==> config.mk <==
export PLATFORM = sky130hd
export DESIGN_NAME = reference_and_supply_monitor_ctl
export DESIGN_NICKNAME = d
export VERILOG_FILES = /design/src/rtl/refmon_pkg.sv /design/src/rtl/ahb_word_port.sv /design/src/rtl/level_sync.sv /design/src/rtl/reference_and_supply_monitor_ctl.sv
export SDC_FILE = /design/constraint.sdc
export NUM_CORES = 1
export LEC_CHECK = 0
export BUFFER_PORTS_ARGS = -buffer_cell sky130_fd_sc_hd__buf_4
export CAP_MARGIN = 15
export CORE_MARGIN = 2
export CORE_UTILIZATION = 39
export CTS_CLUSTER_DIAMETER = 100
export CTS_CLUSTER_SIZE = 24
export DETAILED_ROUTE_END_ITERATION = 8
export GPL_TIMING_DRIVEN = 1
export PLACE_DENSITY = 0.79
export SLEW_MARGIN = 20
export SYNTH_ARGS = -nofsm -noshare
export SYNTH_HDL_FRONTEND = slang
export SYNTH_SLANG_ARGS = --single-unit
==> constraint.sdc <==
create_clock -name hclk -period 2.3 [get_ports hclk]
set_clock_uncertainty 0.1 [all_clocks]
set_input_delay 0.23 -clock hclk [delete_from_list [all_inputs] [get_ports hclk]]
set_output_delay 0.23 -clock hclk [all_outputs]
set_load 0.005 [all_outputs]
==> src/rtl/refmon_pkg.sv <==
// Shared constants for the reference and supply monitor control block.
// Assumes a single core clock and an AHB-Lite master issuing single word transfers.
package refmon_pkg;

	////////////////////////////////////////////////////////////////////////
	// Register byte offsets and decode width
	localparam int ADDR_W = 8;
	localparam logic [7:0] OFF_REF_CTRL = 8'h00;
	localparam logic [7:0] OFF_LVD_CTRL = 8'h04;
	localparam logic [7:0] OFF_DROOP_CTRL = 8'h08;

	////////////////////////////////////////////////////////////////////////
	// Field positions
	localparam int BIT_HIGH_EN = 7;
	localparam int BIT_LOW_EN = 6;
	localparam int BIT_HIGH_OE = 5;
	localparam int BIT_LOW_OE = 4;
	localparam int BIT_DET_EN = 4;
	localparam int BIT_BANDGAP_STABLE_STATUS = 5;
	localparam int TRIP_LSB = 0;
	localparam int TRIP_W = 4;
	localparam int BIT_FLAG = 0;
	localparam int BIT_IE = 1;

	////////////////////////////////////////////////////////////////////////
	// Codes and values after reset
	localparam logic [3:0] TRIP_EXTERNAL = 4'hf;
	localparam logic [3:0] TRIP_RST = 4'h0;
	localparam logic ENABLE_RST = 1'b0;
	localparam logic [31:0] RDATA_RST = 32'h0000_0000;
	localparam int SYNC_STAGES = 2;

	////////////////////////////////////////////////////////////////////////
	// AHB-Lite encodings
	localparam logic [1:0] HTRANS_NONSEQ = 2'b10;
	localparam logic [2:0] HSIZE_WORD = 3'b010;
	localparam logic HRESP_OKAY = 1'b0;

endpackage

==> src/rtl/ahb_word_port.sv <==
// AHB-Lite address phase capture for a zero wait state register slave.
// Assumes single word transfers; hready is the slave's own hreadyout.
`timescale 1ns/1ns
module ahb_word_port (
	input wire logic hclk,
	input wire logic hresetn,
	input wire logic hsel,
	input wire logic [1:0] htrans,
	input wire logic hwrite,
	input wire logic [2:0] hsize,
	input wire logic [refmon_pkg::ADDR_W-1:0] haddr,
	input wire logic hready,
	output logic rd_accept,
	output logic wr_pending,
	output logic [refmon_pkg::ADDR_W-1:0] wr_offset
);

	logic addr_accept;
	logic wr_pending_reg;
	logic [refmon_pkg::ADDR_W-1:0] wr_offset_reg;

	// Address phase is taken only for selected word NONSEQ; others are ignored
	assign addr_accept = hsel && hready && (htrans == refmon_pkg::HTRANS_NONSEQ)
		&& (hsize == refmon_pkg::HSIZE_WORD);
	assign rd_accept = addr_accept && !hwrite;

	// Write address waits one cycle for hwdata in the data phase
	always_ff @(posedge hclk or negedge hresetn) begin
		if (!hresetn) begin
			wr_pending_reg <= 1'b0;
			wr_offset_reg <= '0;
		end else begin
			wr_pending_reg <= addr_accept && hwrite;
			wr_offset_reg <= haddr;
		end
	end

	assign wr_pending = wr_pending_reg;
	assign wr_offset = wr_offset_reg;

endmodule // ahb_word_port

==> src/rtl/level_sync.sv <==
// Multi-stage synchroniser for one asynchronous level.
// Assumes the input is a slow level from the analog side.
`timescale 1ns/1ns
module level_sync #(
	parameter int STAGES = refmon_pkg::SYNC_STAGES
) (
	input wire logic clk,
	input wire logic rst_n,
	input wire logic async_in,
	output logic sync_out
);

	////////////////////////////////////////////////////////////////////////
	// Fewer than two stages would leave metastability exposed
	generate
		if (STAGES < 2) begin : g_bad
			$error("level_sync needs at least two stages");
		end
	endgenerate

	logic [STAGES-1:0] chain_reg;

	// Shift chain, only the last stage is read
	always_ff @(posedge clk or negedge rst_n) begin
		if (!rst_n) begin
			chain_reg <= '0;
		end else begin
			chain_reg <= {chain_reg[STAGES-2:0], async_in};
		end
	end

	assign sync_out = chain_reg[STAGES-1];

endmodule // level_sync

==> src/rtl/reference_and_supply_monitor_ctl.sv <==
// Control for bandgap, two internal references and the supply droop detector.
// Assumes a single core clock, an AHB-Lite master and asynchronous analog inputs.
`timescale 1ns/1ns
module reference_and_supply_monitor_ctl (
	input wire logic hclk,
	input wire logic hresetn,
	input wire logic hsel,
	input wire logic [1:0] htrans,
	input wire logic hwrite,
	input wire logic [2:0] hsize,
	input wire logic [31:0] haddr,
	input wire logic [31:0] hwdata,
	input wire logic hready,
	output logic [31:0] hrdata,
	output logic hreadyout,
	output logic hresp,
	input wire logic brownout_reset_enable,
	input wire logic bandgap_stable_async,
	input wire logic droop_compare_async,
	input wire logic sleep_active,
	output logic bandgap_enable,
	output logic high_ref_amp_enable,
	output logic low_ref_amp_enable,
	output logic high_ref_pin_out_enable,
	output logic low_ref_pin_out_enable,
	output logic detector_power,
	output logic [3:0] trip_level_select,
	output logic external_trip_select,
	output logic droop_irq,
	output logic wake_request
);

	////////////////////////////////////////////////////////////////////////
	// Bus front end
	logic rd_accept;
	logic wr_pending;
	logic [refmon_pkg::ADDR_W-1:0] wr_offset;
	logic [refmon_pkg::ADDR_W-1:0] rd_offset;

	// Low byte only, so the registers alias every 256 bytes
	assign rd_offset = haddr[refmon_pkg::ADDR_W-1:0];

	ahb_word_port u_port (
		.hclk(hclk),
		.hresetn(hresetn),
		.hsel(hsel),
		.htrans(htrans),
		.hwrite(hwrite),
		.hsize(hsize),
		.haddr(rd_offset),
		.hready(hready),
		.rd_accept(rd_accept),
		.wr_pending(wr_pending),
		.wr_offset(wr_offset)
	);

	////////////////////////////////////////////////////////////////////////
	// Analog side inputs
	logic bandgap_stable_status_sync;
	logic cmp_sync;

	level_sync #(.STAGES(refmon_pkg::SYNC_STAGES)) u_bandgap_stable_status_sync (
		.clk(hclk),
		.rst_n(hresetn),
		.async_in(bandgap_stable_async),
		.sync_out(bandgap_stable_status_sync)
	);

	level_sync #(.STAGES(refmon_pkg::SYNC_STAGES)) u_cmp_sync (
		.clk(hclk),
		.rst_n(hresetn),
		.async_in(droop_compare_async),
		.sync_out(cmp_sync)
	);

	////////////////////////////////////////////////////////////////////////
	// Register state
	logic high_en_reg;
	logic high_en_next;
	logic low_en_reg;
	logic low_en_next;
	logic high_oe_reg;
	logic high_oe_next;
	logic low_oe_reg;
	logic low_oe_next;
	logic det_en_reg;
	logic det_en_next;
	logic [3:0] trip_reg;
	logic [3:0] trip_next;
	logic flag_reg;
	logic flag_next;
	logic ie_reg;
	logic ie_next;

	// Write strobes, valid in the data phase while hwdata stands
	logic wr_ref;
	logic wr_lvd;
	logic wr_droop;

	assign wr_ref = wr_pending && (wr_offset == refmon_pkg::OFF_REF_CTRL);
	assign wr_lvd = wr_pending && (wr_offset == refmon_pkg::OFF_LVD_CTRL);
	assign wr_droop = wr_pending && (wr_offset == refmon_pkg::OFF_DROOP_CTRL);

	// Reference control; low nibble has no storage so writes there vanish
	assign high_en_next = wr_ref ? hwdata[refmon_pkg::BIT_HIGH_EN] : high_en_reg;
	assign low_en_next = wr_ref ? hwdata[refmon_pkg::BIT_LOW_EN] : low_en_reg;
	assign high_oe_next = wr_ref ? hwdata[refmon_pkg::BIT_HIGH_OE] : high_oe_reg;
	assign low_oe_next = wr_ref ? hwdata[refmon_pkg::BIT_LOW_OE] : low_oe_reg;

	// Detector control; stable status is read only and not stored here
	assign det_en_next = wr_lvd ? hwdata[refmon_pkg::BIT_DET_EN] : det_en_reg;
	assign trip_next = wr_lvd ?
		hwdata[refmon_pkg::TRIP_LSB +: refmon_pkg::TRIP_W] : trip_reg;

	////////////////////////////////////////////////////////////////////////
	// Droop flag
	logic bandgap_stable_status_status;
	logic droop_set;
	logic droop_clear;

	// Stable status only counts while the bandgap is actually powered
	assign bandgap_stable_status_status = bandgap_stable_status_sync && bandgap_enable;

	// Flag set needs detector on, bandgap stable and supply at or below trip
	assign droop_set = det_en_reg && bandgap_stable_status_status && cmp_sync;

	// Software clears by writing zero to the flag bit; writing one does nothing
	assign droop_clear = wr_droop && !hwdata[refmon_pkg::BIT_FLAG];

	// Set beats clear, so a clear under a live droop leaves the flag up
	assign flag_next = droop_set ? 1'b1 : (droop_clear ? 1'b0 : flag_reg);
	assign ie_next = wr_droop ? hwdata[refmon_pkg::BIT_IE] : ie_reg;

	// Reference enables; everything powered down after reset
	always_ff @(posedge hclk or negedge hresetn) begin
		if (!hresetn) begin
			high_en_reg <= refmon_pkg::ENABLE_RST;
			low_en_reg <= refmon_pkg::ENABLE_RST;
		end else begin
			high_en_reg <= high_en_next;
			low_en_reg <= low_en_next;
		end
	end

	// Pin output enables; stored even while their reference is off
	always_ff @(posedge hclk or negedge hresetn) begin
		if (!hresetn) begin
			high_oe_reg <= refmon_pkg::ENABLE_RST;
			low_oe_reg <= refmon_pkg::ENABLE_RST;
		end else begin
			high_oe_reg <= high_oe_next;
			low_oe_reg <= low_oe_next;
		end
	end

	// Detector enable and trip code
	always_ff @(posedge hclk or negedge hresetn) begin
		if (!hresetn) begin
			det_en_reg <= refmon_pkg::ENABLE_RST;
			trip_reg <= refmon_pkg::TRIP_RST;
		end else begin
			det_en_reg <= det_en_next;
			trip_reg <= trip_next;
		end
	end

	// Droop flag and its interrupt enable
	always_ff @(posedge hclk or negedge hresetn) begin
		if (!hresetn) begin
			flag_reg <= refmon_pkg::ENABLE_RST;
			ie_reg <= refmon_pkg::ENABLE_RST;
		end else begin
			flag_reg <= flag_next;
			ie_reg <= ie_next;
		end
	end

	////////////////////////////////////////////////////////////////////////
	// Analog control outputs
	logic bandgap_next;
	logic high_pin_next;
	logic low_pin_next;
	logic ext_trip_next;
	logic irq_next;
	logic wake_next;

	// Bandgap follows every consumer; off only when none needs it
	assign bandgap_next = brownout_reset_enable || det_en_next
		|| high_en_next || low_en_next;

	// Pin drive needs its reference alive, else the pin stays general I/O
	assign high_pin_next = high_en_next && high_oe_next;
	assign low_pin_next = low_en_next && low_oe_next;

	// All ones code steers the comparator to the external pin
	assign ext_trip_next = (trip_next == refmon_pkg::TRIP_EXTERNAL);

	// Request level from flag and enable; wake only matters during sleep
	assign irq_next = flag_next && ie_next;
	assign wake_next = irq_next && sleep_active;

	// Power controls; built from next values, so they move with the registers
	always_ff @(posedge hclk or negedge hresetn) begin
		if (!hresetn) begin
			bandgap_enable <= 1'b0;
			high_ref_amp_enable <= 1'b0;
			low_ref_amp_enable <= 1'b0;
			detector_power <= 1'b0;
		end else begin
			bandgap_enable <= bandgap_next;
			high_ref_amp_enable <= high_en_next;
			low_ref_amp_enable <= low_en_next;
			detector_power <= det_en_next;
		end
	end

	// Pin drive enables
	always_ff @(posedge hclk or negedge hresetn) begin
		if (!hresetn) begin
			high_ref_pin_out_enable <= 1'b0;
			low_ref_pin_out_enable <= 1'b0;
		end else begin
			high_ref_pin_out_enable <= high_pin_next;
			low_ref_pin_out_enable <= low_pin_next;
		end
	end

	// Trip selection towards the analog mux
	always_ff @(posedge hclk or negedge hresetn) begin
		if (!hresetn) begin
			trip_level_select <= refmon_pkg::TRIP_RST;
			external_trip_select <= 1'b0;
		end else begin
			trip_level_select <= trip_next;
			external_trip_select <= ext_trip_next;
		end
	end

	// Request levels
	always_ff @(posedge hclk or negedge hresetn) begin
		if (!hresetn) begin
			droop_irq <= 1'b0;
			wake_request <= 1'b0;
		end else begin
			droop_irq <= irq_next;
			wake_request <= wake_next;
		end
	end

	////////////////////////////////////////////////////////////////////////
	// Read path
	logic [31:0] rd_ref_word;
	logic [31:0] rd_lvd_word;
	logic [31:0] rd_droop_word;
	logic [31:0] rd_word;
	logic bandgap_stable_status_status_next;
	logic rd_hit_ref;
	logic rd_hit_lvd;
	logic rd_hit_droop;

	// Read from next values so a read right after a write sees the new data
	assign bandgap_stable_status_status_next = bandgap_stable_status_sync && bandgap_next;
	assign rd_ref_word = {24'h00_0000, high_en_next, low_en_next,
		high_oe_next, low_oe_next, 4'h0};
	assign rd_lvd_word = {24'h00_0000, 2'b00, bandgap_stable_status_status_next,
		det_en_next, trip_next};
	assign rd_droop_word = {30'h0000_0000, ie_next, flag_next};

	// Read hits decoded from the address phase offset
	assign rd_hit_ref = (rd_offset == refmon_pkg::OFF_REF_CTRL);
	assign rd_hit_lvd = (rd_offset == refmon_pkg::OFF_LVD_CTRL);
	assign rd_hit_droop = (rd_offset == refmon_pkg::OFF_DROOP_CTRL);

	// Unmapped offsets read as zero
	assign rd_word = rd_hit_ref ? rd_ref_word :
		rd_hit_lvd ? rd_lvd_word :
		rd_hit_droop ? rd_droop_word :
		refmon_pkg::RDATA_RST;

	// Zero wait state slave; read data held until the next read is taken
	always_ff @(posedge hclk or negedge hresetn) begin
		if (!hresetn) begin
			hrdata <= refmon_pkg::RDATA_RST;
			hreadyout <= 1'b1;
			hresp <= refmon_pkg::HRESP_OKAY;
		end else begin
			if (rd_accept) begin
				hrdata <= rd_word;
			end
			hreadyout <= 1'b1;
			hresp <= refmon_pkg::HRESP_OKAY;
		end
	end

endmodule // reference_and_supply_monitor_ctl

### Yosys cells after proc, flatten, opt, wreduce, memory -nomap -nowiden

Cells that the tools add are included.

* input bits: 78
* word-level logic and storage cells: 62
* output and inout port bits: 47
* bits in registers: 62
* memory bits (read-only): 0
* bits in latches: 0
* RAM bits: 0
* memories kept: 0

* shifts and indexed selects: 0
* $add $sub $neg: 0
* divide/modulo/power cells: 0
* reductions and logical operators: 24
* bitwise logic cells: 0
* magnitude comparators: 0
* mux-type cells: 12
* equality and inequality tests: 7
* $mul: 0

Operator list (number)
* two-way mux 32 bit: 1
* logical AND 1 bit: 17
* equality test 8 x 3 -> 1 bit (second input constant): 2
* equality test 8 x 4 -> 1 bit (second input constant): 2
* zero test 8 bit: 2
* two-way mux 1 bit: 8
* two-way mux 6 bit: 1
* equality test 4 bit (second input constant): 1
* two-way mux 4 bit: 1
* equality test 3 x 2 -> 1 bit (second input constant): 1
* logical OR 1 bit: 3
* equality test 2 bit (second input constant): 1
* zero test 1 bit: 2
* two-way mux 2 bit: 1

### Longest topological paths before layout

* word-level depth: 9
* depth in mapped cells: 6
* gate-level depth less buffers: 5

### Modules after synthesis

A second synthesis with hierarchy kept.

* cell total of the unflattened synthesis: 125
* area total of the unflattened synthesis: 1627.8 um^2

By module, submodules not included
* reference_and_supply_monitor_ctl: times used 1, seq. area each 625.6 um^2, area each 1271.2 um^2, cells each 107
* ahb_word_port: times used 1, seq. area each 225.2 um^2, area each 256.5 um^2, cells each 14
* level_sync: times used 2, seq. area each 50.0 um^2, area each 50.0 um^2, cells each 2

### Worst setup path after synthesis

OpenSTA, ideal clock, no wires.

* kind: flip-flop to flip-flop
* start point: register u_port.wr_offset_reg, in the netlist u_port.wr_offset[7]
* end point: register hrdata[5]
* arrival time: 1.628 ns
* buffers on the path: 0
* clock period less this slack: 1.848 ns
* setup time: 0.120 ns
* cell stages (with the launch flop): 6
* data required time: 2.080 ns
* slack: 0.452 ns
* cells stage by stage: dfrtp_1 -> nor4_4 -> nand3_2 -> mux2_2 -> a22o_1 -> a41o_1

* elaborated cells between the ends (all ways): 14
* classes of those cells: 1 x eq/ne; 6 x mux; 7 x reduce/logical

RTL lines
* start, declared: line ahb_word_port.sv:20 `logic [refmon_pkg::ADDR_W-1:0] wr_offset_reg;`
* start signal, assigned: line ahb_word_port.sv:34 `wr_offset_reg <= haddr;`
* zero test 8 bit: line reference_and_supply_monitor_ctl.sv:100 `assign wr_ref = wr_pending && (wr_offset == refmon_pkg::OFF_REF_CTRL);`
* logical AND 1 bit: line reference_and_supply_monitor_ctl.sv:100
* two-way mux 1 bit: line reference_and_supply_monitor_ctl.sv:107 `assign high_oe_next = wr_ref ? hwdata[refmon_pkg::BIT_HIGH_OE] : high_oe_reg;`
* named net high_oe_next: line reference_and_supply_monitor_ctl.sv:83 `logic high_oe_next;`
* two-way mux 32 bit: line reference_and_supply_monitor_ctl.sv:275 `assign rd_word = rd_hit_ref ? rd_ref_word :`
* end signal, assigned: line reference_and_supply_monitor_ctl.sv:283 `hrdata <= refmon_pkg::RDATA_RST;`
* end signal, assigned: line reference_and_supply_monitor_ctl.sv:288 `hrdata <= rd_word;`
* end, declared: line reference_and_supply_monitor_ctl.sv:14 `output logic [31:0] hrdata,`

The timed path passes the listed nets, and every way through them passes these cells.
A chain may end at the register's enable or synchronous reset.

### Worst setup path in the final report

* start point: register u_port.wr_offset_reg, in the netlist u_port.wr_offset[7]
* end point: register hrdata[5]

* longest elaborated chain between the ends: 9
* elaborated cells between the ends (all ways): 14
* classes of those cells: 1 x eq/ne; 6 x mux; 7 x reduce/logical

Ends and longest elaborated chain
* equality test 8 x 3 -> 1 bit: line reference_and_supply_monitor_ctl.sv:101 `assign wr_lvd = wr_pending && (wr_offset == refmon_pkg::OFF_LVD_CTRL);`
* logical AND 1 bit: line reference_and_supply_monitor_ctl.sv:101
* two-way mux 1 bit: line reference_and_supply_monitor_ctl.sv:111 `assign det_en_next = wr_lvd ? hwdata[refmon_pkg::BIT_DET_EN] : det_en_reg;`
* named net det_en_next: line reference_and_supply_monitor_ctl.sv:87 `logic det_en_next;`
* logical OR 1 bit: line reference_and_supply_monitor_ctl.sv:188 `assign bandgap_next = brownout_reset_enable || det_en_next`
* logical OR 1 bit (2 in series): line reference_and_supply_monitor_ctl.sv:189 `|| high_en_next || low_en_next;`
* named net bandgap_next: line reference_and_supply_monitor_ctl.sv:180 `logic bandgap_next;`
* logical AND 1 bit: line reference_and_supply_monitor_ctl.sv:262 `assign bandgap_stable_status_status_next = bandgap_stable_status_sync && bandgap_next;`
* two-way mux 6 bit: line reference_and_supply_monitor_ctl.sv:276 `rd_hit_lvd ? rd_lvd_word :`
* two-way mux 32 bit: line reference_and_supply_monitor_ctl.sv:275

The timed path passes the listed nets, and every way through them passes these cells.

==> metrics.cfg <==
[status]
status = finished clean

[global_routing]
grt_pass1_wl_um = 5250
grt_overflow = 0
antenna_found_initial = 0
grt_max_degree = 39
grt_usage = 0.155
grt_pass1_vias = 1126

[setup_path]
crit_type = reg2reg
startpoint_type = register
path_max_fanout = 7
crit_arrival_ns = 2.10
worstPathRequired_ns = 2.37
crit_path_end_kind = register

[route]
wl_per_cell_um = 13.0
first_pass_iters = 4
antenna_left = 0
drc = 0
viasPerCell = 4.47
vias = 1103
dr.first_iter.drc_count = 64
totalWireLength_um = 3200

[yosys]
netlist_instances = 130
muxShareOfSynthArea = 0.0663
yosys.area_share.simple = 0.142
ys_ff_latch = 38
ys_types = 32
synth-seq-area-share = 0.579
synth-compound-area-share = 0.0732
async_reset_ff_frac = 1.00
synthXorXnorAreaFrac = 0
syn_area_um2 = 1640
synth_edf_count = 0
synth_area_per_cell_um2 = 12.6
ys_warn_count = 0
synth_flop_cell = dfrtp_1
synth_top_family_by_area = simple AND/OR/NAND/NOR gates
synthAdderAreaFrac = 0

[floorplan]
die_w_um = 68.9
start_util = 0.407
rows = 23
die_y_um = 68.9
coreArea_um2 = 4030
die_area_um2 = 4740
io_pins = 125

[final_layout]
num_antenna_cells = 0
nets = 274
stdcell_count = 247
final_cell_mix = 51 x buf_4, 38 x dfrtp_1, 26 x conb_1
final_util = 0.544
area_growth_pct = 33.5
n_fill_cell = 371
multi_input_area_um2 = 559
final_common_cell = buf_4
final_area_um2 = 2190
seqCellArea_um2 = 951
drive_above_1_share = 0.350

[sta]
finalCritPeriodShare = 0.881
hold_violations = 0
finalSetupViolations = 0
report.final.slew_viol_count = 0
period_needed_ns = 2.03
tns_ns = 0
rsz0062_at_grt = no
max_freq_mhz = 493
finalWorstSetupSlack_ns = 0.273
hold_ws_ns = 0.0128

[clocking]
root_buffer = clkbuf_8
h-tree-depth = 2
postCtsHoldBufs = 11
numCtsBuffers = 5
cts_num_sinks = 38
cts_resized = 0
clkTransAtPathRegs_ns = 0.07
clk_latency_ns = 0.28
clk_path_buf_depth = 2
cts_tree = done
postCtsSetupRepairBufs = 0

[pwr]
leakage_nw = 1.09
vdd_drop_max_v = 0.000359
p_per_area_nw_per_um2 = 626
finalPower_mw = 1.37

[run]
max_cap_violations = 0

[hold_path]
hold_class = in2reg

[placed_design]
place_inst = 228
pre_cts_slack_ns = 0.284
io_buffer_count = 50
place_area_um2 = 1970
hpwl_um = 2400
globalplace.congestion = 0.705

where the power goes:
group          switching [mW]  internal, mW  total (mW)
clock network           0.213         0.324       0.537
logic                  0.0565        0.0700       0.126
registers              0.0148         0.693       0.708
final cells by class:
class / instances / area share
repair buffers: 62 / 0.225
clock buffers: 7 / 0.0348
well taps: 50 / 0.0286
inverters: 5 / 0.00857
multi-input cells: 84 / 0.255
flip-flops and latches: 38 / 0.434
clock inverters: 1 / 0.0137
layer usage:
metal / GRT usage / part of all wire
met5: 0 / 0
met4: 0.0588 / 0.011
met3: 0.0422 / 0.063
met2: 0.262 / 0.51
met1: 0.189 / 0.41
cell families (layout without fill, tap and decap cells):
family,after synthesis,after routing
mux,10,10
compound gates,15,15
flops,38,38
buf+inv,32,75
other cells,2,26
simple gates,33,33
worst max-delay path, stage by stage, from the launching register on:
cell and delay (ns):
dfrtp_1 0.40, nor4_4 0.41, nand4_4 0.22, mux2_2 0.35, o21bai_1 0.19, a41o_1 0.25
cells in the mapped netlist (3+ instances only):
cell	count	area (um2)
dfrtp_1	38	951
buf_4	27	203
mux2_2	7	78.8
inv_1	5	18.8
a22o_1	4	35.0
nand2_1	4	15.0
nor3_1	4	20.0
a41o_1	3	30.0
and2_1	3	18.8
mux2i_1	3	30.0
nor2_1	3	11.3
nor4_1	3	18.8
final timing paths:
| kind | startpoint | end | slack (ns) | depth (start not counted) |
|---|---|---|---|---|
| hold / removal | htrans[0] | u_port.wr_pending | 0.01 | 2 |
| setup reg to reg | u_port.wr_offset[7] | hrdata[5] | 0.27 | 5 |
| hold reg to reg | u_cmp_sync.chain_reg[0] | u_cmp_sync.chain_reg[1] | 0.25 | 0 |
| setup / recovery | u_port.wr_offset[7] | hrdata[5] | 0.27 | 5 |
| min in group asynchronous | hresetn | external_trip_select | 0.35 | 2 |
| max in group asynchronous | hresetn | low_oe_reg | 1.43 | 2 |
Power figures use the tool's default switching activity.
